## config.mk

```make
export PLATFORM = sky130hd
export DESIGN_NAME = dbsp_port
export DESIGN_NICKNAME = d
export VERILOG_FILES = /design/src/hw/dbsp_pkg.sv /design/src/hw/dbsp_port.sv
export SDC_FILE = /design/constraint.sdc
export NUM_CORES = 2
export LEC_CHECK = 0
export BUFFER_PORTS_ARGS = -buffer_cell sky130_fd_sc_hd__buf_2
export CAP_MARGIN = 25
export CORE_UTILIZATION = 25
export CTS_BUF_LIST = sky130_fd_sc_hd__clkbuf_2
export CTS_CLUSTER_SIZE = 24
export DETAILED_ROUTE_END_ITERATION = 10
export PLACE_DENSITY = 0.37
export SLEW_MARGIN = 25
export SYNTH_ARGS = -nofsm -noshare
export SYNTH_HDL_FRONTEND = slang
export SYNTH_SLANG_ARGS = --single-unit
```

## constraint.sdc

```tcl
create_clock -name clock_i -period 14.4 [get_ports clock_i]
set_input_delay 1.44 -clock clock_i [delete_from_list [all_inputs] [get_ports clock_i]]
set_output_delay 1.44 -clock clock_i [all_outputs]
set_load 0.05 [all_outputs]
```

## src/hw/dbsp_pkg.sv

```systemverilog
/*
 * Shared constants for the burst SRAM port model: widths, depths and
 * reset values used by the port logic and its write buffer.
 * Assumes a single design clock; it depends on no other files.
 */
package dbsp_pkg;

    // ------------------------------------------------------------
    // Widths
    // ------------------------------------------------------------
    localparam int DATA_W = 18;     // Word width of the narrow part.
    localparam int ADDR_W = 20;     // Address bits decoded by the narrow part.
    localparam int LANE_W = 9;      // Bits covered by one lane mask bit.
    localparam int STORE_W = 4;     // Index bits of the flip-flop array.
    localparam int BURST_LEN = 2;   // Words moved by every access.

    // ------------------------------------------------------------
    // Buffering
    // ------------------------------------------------------------
    localparam int FIFO_DEPTH = 16; // Write entries held before the array.

    // ------------------------------------------------------------
    // Reset values
    // ------------------------------------------------------------
    localparam logic RST_LOW = 1'h0; // Cleared control bit.

endpackage : dbsp_pkg

```

## src/hw/dbsp_port.sv

```systemverilog
/*
 * Pin-level model of a two-word burst SRAM with separate read and write
 * ports, plus the write buffer that stands in front of its array.
 * Assumes every pin, clocks included, is asynchronous to clock_i, which
 * runs well above the link clocks so their edges can be found by sampling.
 */
`timescale 1ns/100ps

// ----------------------------------------------------------------
// Write buffer
// ----------------------------------------------------------------
module dbsp_fifo #(
    parameter int WIDTH = 8,
    parameter int DEPTH = dbsp_pkg::FIFO_DEPTH
) (
    // Clock and reset.
    input wire logic clock_i,
    input wire logic rst_n_i,
    // Filling side.
    input wire logic in_valid_i,
    output logic in_ready_o,
    input wire logic [WIDTH-1:0] in_data_i,
    // Draining side.
    output logic out_valid_o,
    input wire logic out_ready_i,
    output logic [WIDTH-1:0] out_data_o
);
    localparam int PW = $clog2(DEPTH);
    logic [WIDTH-1:0] mem_reg [DEPTH];  // Entry storage.
    logic [PW-1:0] wp_reg;              // Next slot to fill.
    logic [PW-1:0] rp_reg;              // Next slot to drain.
    logic [PW:0] cnt_reg;               // Entries held.
    wire push = in_valid_i & in_ready_o;
    wire pop = out_valid_o & out_ready_i;
    assign in_ready_o = (cnt_reg != (PW+1)'(DEPTH));
    assign out_valid_o = (cnt_reg != '0);
    assign out_data_o = mem_reg[rp_reg];

    // Pointers and fill count move on accepted transfers only.
    always_ff @(posedge clock_i or negedge rst_n_i)
    begin
        if (!rst_n_i)
        begin
            wp_reg <= '0;
            rp_reg <= '0;
            cnt_reg <= '0;
        end
        else
        begin
            wp_reg <= push ? wp_reg + 1'b1 : wp_reg;
            rp_reg <= pop ? rp_reg + 1'b1 : rp_reg;
            cnt_reg <= cnt_reg + (PW+1)'(push) - (PW+1)'(pop);
        end
    end

    // Storage is written without reset; only valid slots are ever read out.
    always_ff @(posedge clock_i)
    begin
        if (push)
        begin
            mem_reg[wp_reg] <= in_data_i;
        end
    end

endmodule : dbsp_fifo

module dbsp_port #(
    parameter int DATA_W = dbsp_pkg::DATA_W,
    parameter int ADDR_W = dbsp_pkg::ADDR_W,
    parameter int STORE_W = dbsp_pkg::STORE_W
) (
    // Clock and reset.
    input wire logic clock_i,
    input wire logic rst_n_i,
    // Input and output clocks and single clock strap.
    input wire logic primary_timing_pos_i,
    input wire logic primary_timing_neg_i,
    input wire logic output_timing_pos_i,
    input wire logic output_timing_neg_i,
    input wire logic single_clock_mode_i,
    // Selects, address and write data.
    input wire logic write_port_select_n_i,
    input wire logic read_port_select_n_i,
    input wire logic [ADDR_W-1:0] addr_i,
    input wire logic [DATA_W/dbsp_pkg::LANE_W-1:0] byte_lane_mask_n_i,
    input wire logic [DATA_W-1:0] write_word_in_i,
    // Read data and echo clock.
    output logic [DATA_W-1:0] read_word_out_o,
    output logic read_word_oe_o,
    output logic echo_timing_o
);
    localparam int LANES = DATA_W / dbsp_pkg::LANE_W;
    localparam int PINS = 7 + LANES + ADDR_W + DATA_W;
    localparam int ENT_W = ADDR_W + 2 * (DATA_W + LANES);

    // ------------------------------------------------------------
    // Pin synchronisers
    // ------------------------------------------------------------
    logic [PINS-1:0] s1_reg;   // First stage, read only by the second.
    logic [PINS-1:0] s2_reg;   // Second stage, safe to use.
    logic [3:0] clk_d_reg;     // Previous clock levels for edge finding.

    // Every pin passes two flip-flops; clock levels get a third for edges.
    always_ff @(posedge clock_i or negedge rst_n_i)
    begin
        if (!rst_n_i)
        begin
            s1_reg <= '0;
            s2_reg <= '0;
            clk_d_reg <= '0;
        end
        else
        begin
            s1_reg <= {primary_timing_pos_i, primary_timing_neg_i, output_timing_pos_i,
                       output_timing_neg_i, single_clock_mode_i, write_port_select_n_i,
                       read_port_select_n_i, byte_lane_mask_n_i, addr_i, write_word_in_i};
            s2_reg <= s1_reg;
            clk_d_reg <= s2_reg[PINS-1 -: 4];
        end
    end

    // Unpacked synchronised pins.
    wire [3:0] clk_s = s2_reg[PINS-1 -: 4];
    wire single_s = s2_reg[PINS-5];
    wire wsel_n_s = s2_reg[PINS-6];
    wire rsel_n_s = s2_reg[PINS-7];
    wire [LANES-1:0] mask_n_s = s2_reg[DATA_W+ADDR_W +: LANES];
    wire [ADDR_W-1:0] addr_s = s2_reg[DATA_W +: ADDR_W];
    wire [DATA_W-1:0] data_s = s2_reg[DATA_W-1:0];
    // Rising edges of each sampled clock.
    wire [3:0] rise = clk_s & ~clk_d_reg;
    wire kp_rise = rise[3];
    wire kn_rise = rise[2];
    // Single clock mode moves read data on the input clocks.
    wire out_pos_rise = single_s ? rise[3] : rise[1];
    wire out_neg_rise = single_s ? rise[2] : rise[0];

    // ------------------------------------------------------------
    // Write port
    // ------------------------------------------------------------
    logic wr_open_reg;                // First half of a write is held.
    logic [DATA_W-1:0] w0_reg;        // First write word.
    logic [LANES-1:0] m0_reg;         // Its lane masks, active low.
    logic fifo_in_ready;              // Buffer has room for one entry.
    logic fifo_out_valid;             // Buffer holds an entry.
    logic [ENT_W-1:0] fifo_out;       // Oldest entry.
    // A write opens only with room in the buffer, so the second half can
    // never be refused; a full buffer makes the write be dropped whole.
    wire wr_start = kp_rise & ~wsel_n_s & fifo_in_ready;
    wire wr_push = kn_rise & wr_open_reg;
    wire [ENT_W-1:0] wr_entry = {addr_s, w0_reg, m0_reg, data_s, mask_n_s};
    // First word and masks are taken on the positive rise; a high select
    // closes the port so nothing of the bus is kept.
    always_ff @(posedge clock_i or negedge rst_n_i)
    begin
        if (!rst_n_i)
        begin
            wr_open_reg <= dbsp_pkg::RST_LOW;
            w0_reg <= '0;
            m0_reg <= '1;
        end
        else if (kp_rise)
        begin
            wr_open_reg <= wr_start;
            w0_reg <= wr_start ? data_s : w0_reg;
            m0_reg <= wr_start ? mask_n_s : m0_reg;
        end
        else if (kn_rise)
        begin
            wr_open_reg <= dbsp_pkg::RST_LOW;
        end
    end

    // ------------------------------------------------------------
    // Array: two halves, one word of each burst in each
    // ------------------------------------------------------------
    logic [DATA_W-1:0] arr0_reg [2**STORE_W];  // First words.
    logic [DATA_W-1:0] arr1_reg [2**STORE_W];  // Second words.
    logic [ADDR_W-1:0] rd_addr_reg;            // Last read address.
    // A read fetch owns the array in its cycle and stalls the buffer.
    wire rd_fetch = kp_rise & ~rsel_n_s;
    wire drain = fifo_out_valid & ~rd_fetch;
    wire [STORE_W-1:0] wr_idx = fifo_out[ENT_W-ADDR_W +: STORE_W];
    wire [STORE_W-1:0] rd_idx = addr_s[STORE_W-1:0];
    wire [DATA_W-1:0] d0 = fifo_out[DATA_W+2*LANES +: DATA_W];
    wire [LANES-1:0] mk0 = fifo_out[DATA_W+LANES +: LANES];
    wire [DATA_W-1:0] d1 = fifo_out[LANES +: DATA_W];
    wire [LANES-1:0] mk1 = fifo_out[LANES-1:0];
    // Lane masks widened to one bit per data bit, high where a stored bit stays.
    wire [DATA_W-1:0] keep0;  // Keep mask of the first word.
    wire [DATA_W-1:0] keep1;  // Keep mask of the second word.
    for (genvar g = 0; g < LANES; g++)
    begin : g_lane
        assign keep0[g*dbsp_pkg::LANE_W +: dbsp_pkg::LANE_W] = {dbsp_pkg::LANE_W{mk0[g]}};
        assign keep1[g*dbsp_pkg::LANE_W +: dbsp_pkg::LANE_W] = {dbsp_pkg::LANE_W{mk1[g]}};
    end
    // One process writes each array; masked lanes keep their stored bits.
    always_ff @(posedge clock_i)
    begin
        if (drain)
        begin
            arr0_reg[wr_idx] <= (arr0_reg[wr_idx] & keep0) | (d0 & ~keep0);
            arr1_reg[wr_idx] <= (arr1_reg[wr_idx] & keep1) | (d1 & ~keep1);
        end
    end

    dbsp_fifo #(.WIDTH(ENT_W), .DEPTH(dbsp_pkg::FIFO_DEPTH)) u_wbuf (
        .clock_i(clock_i),
        .rst_n_i(rst_n_i),
        .in_valid_i(wr_push),
        .in_ready_o(fifo_in_ready),
        .in_data_i(wr_entry),
        .out_valid_o(fifo_out_valid),
        .out_ready_i(drain),
        .out_data_o(fifo_out)
    );

    // ------------------------------------------------------------
    // Read port
    // ------------------------------------------------------------
    logic [DATA_W-1:0] h0_reg;   // Fetched first word.
    logic [DATA_W-1:0] h1_reg;   // Fetched second word.
    logic pend_reg;              // A fetched burst waits for output.
    logic [DATA_W-1:0] out1_reg; // Second word of the burst on the pins.
    logic second_reg;            // Second word still to be driven.
    logic [DATA_W-1:0] q_reg;    // Read data on the pins.
    logic oe_reg;                // Read drivers enabled.
    logic echo_reg;              // Echo clock.
    // Fetch both words of the location; a high select leaves the address
    // and held words alone.
    always_ff @(posedge clock_i or negedge rst_n_i)
    begin
        if (!rst_n_i)
        begin
            rd_addr_reg <= '0;
            h0_reg <= '0;
            h1_reg <= '0;
        end
        else if (rd_fetch)
        begin
            rd_addr_reg <= addr_s;
            h0_reg <= arr0_reg[rd_idx];
            h1_reg <= arr1_reg[rd_idx];
        end
    end

    // A new fetch wins over the output edge that empties the slot.
    wire pend_next = rd_fetch | (pend_reg & ~out_pos_rise);
    // Output pos rise drives the first word or floats the bus when no
    // burst waits; the neg rise then drives the second word.
    always_ff @(posedge clock_i or negedge rst_n_i)
    begin
        if (!rst_n_i)
        begin
            pend_reg <= dbsp_pkg::RST_LOW;
            second_reg <= dbsp_pkg::RST_LOW;
            oe_reg <= dbsp_pkg::RST_LOW;
            q_reg <= '0;
            out1_reg <= '0;
        end
        else
        begin
            pend_reg <= pend_next;
            if (out_pos_rise)
            begin
                oe_reg <= pend_reg;
                second_reg <= pend_reg;
                q_reg <= pend_reg ? h0_reg : q_reg;
                out1_reg <= pend_reg ? h1_reg : out1_reg;
            end
            else if (out_neg_rise && second_reg)
            begin
                q_reg <= out1_reg;
                second_reg <= dbsp_pkg::RST_LOW;
            end
        end
    end

    // Echo follows the output clock, or the input clock in single mode.
    always_ff @(posedge clock_i or negedge rst_n_i)
    begin
        if (!rst_n_i)
        begin
            echo_reg <= dbsp_pkg::RST_LOW;
        end
        else
        begin
            echo_reg <= single_s ? clk_s[3] : clk_s[1];
        end
    end

    assign read_word_out_o = q_reg;
    assign read_word_oe_o = oe_reg;
    assign echo_timing_o = echo_reg;
endmodule : dbsp_port

```

; Yosys cells after proc, flatten, opt, wreduce, memory -nomap -nowiden
; Memories as Yosys holds them, arrays and structs flattened. A register that Yosys moved wholly into a read port is not among the register bits.
; Index checks and enable logic that the tools add are counted.
[classes]
n_mux = 14
n_addsub = 4
reduce_logical = 9
bitwise = 23
eq_ne = 2
[op_table]
columns = op, count
row1 = 18-bit bitwise AND, 4
row2 = 18-bit two-way mux, 3
row3 = 18-bit NOT, 2
row4 = 18-bit bitwise OR, 2
row5 = 1-bit two-way mux, 11
row6 = "4-bit by 1-bit adder with 4-bit output, second input constant", 2
row7 = 1-bit bitwise AND, 8
row8 = 2-bit AND reduction, 3
row9 = 5-bit by 1-bit adder with 5-bit output, 1
row10 = "5-bit inequality test, second input constant", 1
row11 = 5-bit nonzero test, 1
row12 = 5-bit by 1-bit subtractor with 5-bit output, 1
row13 = 4-bit bitwise AND, 1
row14 = 1-bit NOT, 4
row15 = 4-bit NOT, 1
row16 = 2-bit nonzero test, 2
row17 = 1-bit logical NOT, 2
row18 = "2-bit by 1-bit inequality test with 1-bit output, second input constant", 1
row19 = 1-bit logical AND, 1
row20 = 1-bit bitwise OR, 1
[word_totals]
ff_bits = 172
output_inout_bits = 20
n_memories = 3
ram_bits = 1536
word_cells = 70
[mem_list]
columns = memory, depth, word_bits, rd, rd_clocked_by_memory_dff, write_ports, line_no
row1 = u_wbuf.mem_reg, 16, 60, 1, 0, 1, dbsp_port.sv:29  ; logic [WIDTH-1:0] mem_reg [DEPTH];
row2 = arr0_reg, 16, 18, 2, 1, 1, dbsp_port.sv:177  ; logic [DATA_W-1:0] arr0_reg [2**STORE_W];
row3 = arr1_reg, 16, 18, 2, 1, 1, dbsp_port.sv:178  ; logic [DATA_W-1:0] arr1_reg [2**STORE_W];

; Logic depth before layout (Yosys ltp)
[depth]
word_depth = 7
mapped_depth = 13

; Cells and area by module
; Synthesis repeated with hierarchy kept, for this count alone.
[unflattened]
hier_cells = 3763
hier_area_um2 = 70304.9
[modules_own_cells]
columns = module, area_each_um2, cells_each, instances
row1 = dbsp_fifo, 37521.0, 1811, 1
row2 = dbsp_port, 32783.9, 1952, 1

; Least setup slack after synthesis
; OpenSTA, ideal clock, no wires.
[synth_timing]
path_kind = register -> register
from = register u_wbuf.cnt_reg[2]
to = memory u_wbuf.mem_reg[3][0] (netlist name) (enable)
path_stages_with_launch = 6
arrival_ps = 4365
n_path_buf = 0
setup_slack_ps = 9535
t_required_ps = 13900
path_cell_list = dfrtp_1 > inv_1 > ha_1 > a31oi_1 > nand2_1 > nor3_1
[synth_between]
elab_chain_len = 4
[synth_lines]
columns = item, line_no
row1 = start: declaration, dbsp_port.sv:32  ; logic [PW:0] cnt_reg;
row2 = start signal: assignment, dbsp_port.sv:52  ; cnt_reg <= cnt_reg + (PW+1)'(push) - (PW+1)'(pop);
row3 = 5-bit inequality test, dbsp_port.sv:35  ; assign in_ready_o = (cnt_reg != (PW+1)'(DEPTH));
row4 = 1-bit bitwise AND, dbsp_port.sv:33  ; wire push = in_valid_i & in_ready_o;
row5 = net u_wbuf.push, dbsp_port.sv:33
row6 = 1-bit two-way mux, dbsp_port.sv:59  ; if (push)
row7 = 1-bit two-way mux (implied by the code), dbsp_port.sv:61  ; mem_reg[wp_reg] <= in_data_i;
row8 = end: declaration, dbsp_port.sv:29
; The timed path passes the listed nets, and every way through them passes these cells.

; Worst setup path after layout
[layout_timing]
from = register u_wbuf.rp_reg[0]
to = memory arr1_reg[2][6] (data pin)
[layout_between]
elab_chain_len = 4
[layout_lines]
columns = item, line_no
row1 = start: declaration, dbsp_port.sv:31  ; logic [PW-1:0] rp_reg;
row2 = start signal: assignment, dbsp_port.sv:51  ; rp_reg <= pop ? rp_reg + 1'b1 : rp_reg;
row3 = memory read 16 x 60 bit (*), n/a
row4 = memory read 16 x 18 bit / 18-bit NOT (equally long branches), n/a
row5 = 18-bit bitwise AND, dbsp_port.sv:203  ; arr1_reg[wr_idx] <= (arr1_reg[wr_idx] & keep1) | (d1 & ~keep1);
row6 = 18-bit bitwise OR (*), dbsp_port.sv:203
row7 = end: declaration, dbsp_port.sv:178
; Every way passes the cells marked *; elsewhere a longest branch is shown, timed or not.

==> flow_summary.yaml <==
synthesis:
  yosys.cell_count.top_type: "edfxtp_1"
  yosysWarnings: 0
  synth.net_count: 2898
  ys_ff_latch: 1456
  syn_area_per_cell_um2: 20.8
  synthTopCellsByArea: "edfxtp_1, mux4_2, dfrtp_1, mux2i_1, o22ai_1"
  synth_common_cells: "edfxtp_1, mux4_2, mux2i_1"
  syn_area_um2: 59100
  yosysTopAreaCell: "edfxtp_1"
  synth_cells: 2837
  ys_seq_area_share_pct: 72.5
  synth_edf_count: 1280
  ys_types: 43
  ys_dominant_reg_cell: "edfxtp_1"
  async_reset_ff_share_pct: 12.1
  synth_top_area_share_pct: 65.1
drt:
  wirelength_um: 179000
  drtIter0Drc: 2265
  dr.pass1.iters: 5
  drc: 0
  vias: 31000
  wl_per_cell_um: 26.5
  vias_per_cell: 4.61
  drtAntennaViolNets: 0
worst_setup_path:
  cp_num_buf_inv: 2
  required_ns: 15.77
  crit_path_cell_trace: "buf_4 -> buf_6 -> mux4_2 -> mux2i_2 -> mux2_4 -> nand3_4 -> o22ai_1 -> nor4_1 -> a21oi_1"
  cpPeakStageDelay_ns: 0.83
  path_delay_family: "buffers and inverters"
  slowest_stage: "dfrtp_4"
  start_kind: "flop"
  cp.arrival_ns: 7.41
  end_kind: "flop"
  cp_max_fo: 44
  crit_type: "reg -> reg"
clock_tree:
  cts_resized: 0
  cts_buffers: 405
  cts.sinks: 1456
  clk_latency_ns: 1.83
  h-tree-depth: 5
  cts.clk_slew.worst_paths_ns: 0.10
  cts-root-buf: "clkbuf_2"
  cts_buffer_depth: 4
  cts_tree: "built"
  postCtsSetupBuffers: 0
  cts_hold_buf: 46
floorplanning:
  fp.dieH_um: 488
  rows: 178
  pin_count: 69
  fp.coreArea_um2: 235000
  initial_core_util_pct: 25.1
  die_x_um: 488
  die-area_um2: 238000
global_route:
  grt_overflow: 0
  antenna_found_initial: 7
  grt_max_degree: 118
  grt_first_pass_wirelength_um: 250000
  grt_pass1_vias: 34000
  grt_usage_pct: 15.0
final_layout:
  regArea_um2: 42900
  multi_input_area_um2: 15800
  fin_util_pct: 28.9
  syn_to_final_growth_pct: 14.9
  fill_cells: 23300
  drive_gt1_share_pct: 37.3
  final_nets: 3315
  largest_reg_flops: 704
sta:
  fin_worst_skew_ns: 0.174
  tightest_slew_ns: 1.20
  setup_tns_ns: 0
  timing.final.crit_share_pct: 42.0
  rsz0062_at_grt: "false"
  slew_violations: 0
  fmax_ghz: 0.166
  period_needed_ns: 6.04
  setup_violations: 0
  slew_headroom_pct: 20.1
  hold_viol_final: 0
status:
  outcome: "finished, final reports clean"
job:
  max-cap-violations: 0
placement:
  gp_congestion: 0.709
  dp.final_hpwl_um: 93300
  port_buffers: 52
pwr:
  p_leak_nw: 22.8
  power_density_nw_per_um2: 244
  ir_worst_vdd_v: 0.000194
hold_path:
  hold_path.class: "in -> reg"
where the power goes:
group / switching (mW) / total (mW) / internal [mW]
combinational: 4.22 / 6.44 / 2.21
sequential: 0.526 / 7.20 / 6.68
clock: 1.78 / 2.94 / 1.16
final timing paths:
check,cells past startpoint,endpoint,slack (ns),start
setup / recovery,9,arr1_reg[2][6],8.36,u_wbuf.rp_reg[0]
min in group asynchronous,3,h1_reg[4],0.67,rst_n_i
hold / removal,2,s1_reg[10],0.31,write_word_in_i[10]
hold reg to reg,0,s2_reg[13],0.35,s1_reg[13]
max in group asynchronous,6,u_wbuf.wp_reg[2],11.17,rst_n_i
setup reg to reg,9,arr1_reg[2][6],8.36,u_wbuf.rp_reg[0]
layout make-up:
type	instances	share of cell area (%)
antenna	10	0.0369
clock buffer	608	4.48
clock inverter	122	0.791
inverter	13	0.0719
multi-input combinational	1196	23.2
sequential	1456	63.2
tap	3150	5.81
timing repair buffer	182	2.40
through the flow:
stage | setup WS (ns) | total power [mW] | std cells | hold slack, ns | area, um2
finish | 8.36 | 16.6 | 6737 | 0.314 | 67900
global route | 7.76 | 17.5 | 6736 | 0.0387 | 67900
CTS | 7.72 | 16.8 | 6725 | 0.00635 | 67700
detailed placement | 7.82 | 13.7 | 5949 | 0.335 | 63600
global placement | 8.04 | 13.4 | 5938 | 0.333 | 63300
floorplan | 9.54 | 11.1 | 2837 | 0.331 | 59100
routing by layer:
metal,GRT usage (%),up-vias,share of wire [%]
li1,-,13000,-
met1,19.2,16700,43
met2,25.1,946,49
met3,3.19,364,4.9
met4,4.93,2,2.3
met5,0,-,0.0056
kinds of logic (layout without fill, tap and decap cells):
logic type               after synthesis  in the layout  synth area share [%]
AND/OR/NAND/NOR                      175            175                  1.49
XOR/XNOR                              10             10                 0.148
buffers and inverters                185            925                  1.47
multiplexers                         786            786                  21.9
AO/OA/AOI/OAI                        213            213                  2.17
flip-flops                          1456           1456                  72.5
adder cells (fa/ha/maj)               12             12                 0.267
other                                  0             10                     0
placed cells by master (no fill, tap or decap), types with 3 or more instances in the layout:
| cell type | instances |
|---|---|
| inv_1 | 13 |
| edfxtp_1 | 1280 |
| nand2b_1 | 4 |
| o22ai_1 | 144 |
| dfrtp_1 | 166 |
| buf_12 | 10 |
| mux2_2 | 76 |
| clkinv_1 | 96 |
| nand3_1 | 4 |
| a21oi_2 | 28 |
| buf_6 | 7 |
| clkinv_2 | 18 |
| buf_16 | 6 |
| nor4_1 | 36 |
| nand2_1 | 20 |
| inv_2 | 5 |
| mux2i_4 | 3 |
| buf_4 | 62 |
| clkbuf_2 | 608 |
| o21ai_0 | 3 |
| a21oi_1 | 28 |
| buf_2 | 51 |
| dlygate4sd3_1 | 45 |
| dfrtp_4 | 7 |
| nor2b_1 | 3 |
| mux2i_1 | 308 |
| mux4_2 | 396 |
| diode_2 | 10 |
| nor2_4 | 29 |
| ha_1 | 11 |
| nand3_4 | 8 |
| xnor2_1 | 8 |
| nor2_1 | 59 |
| nor3_2 | 4 |
(Power assumes the default switching activity.)
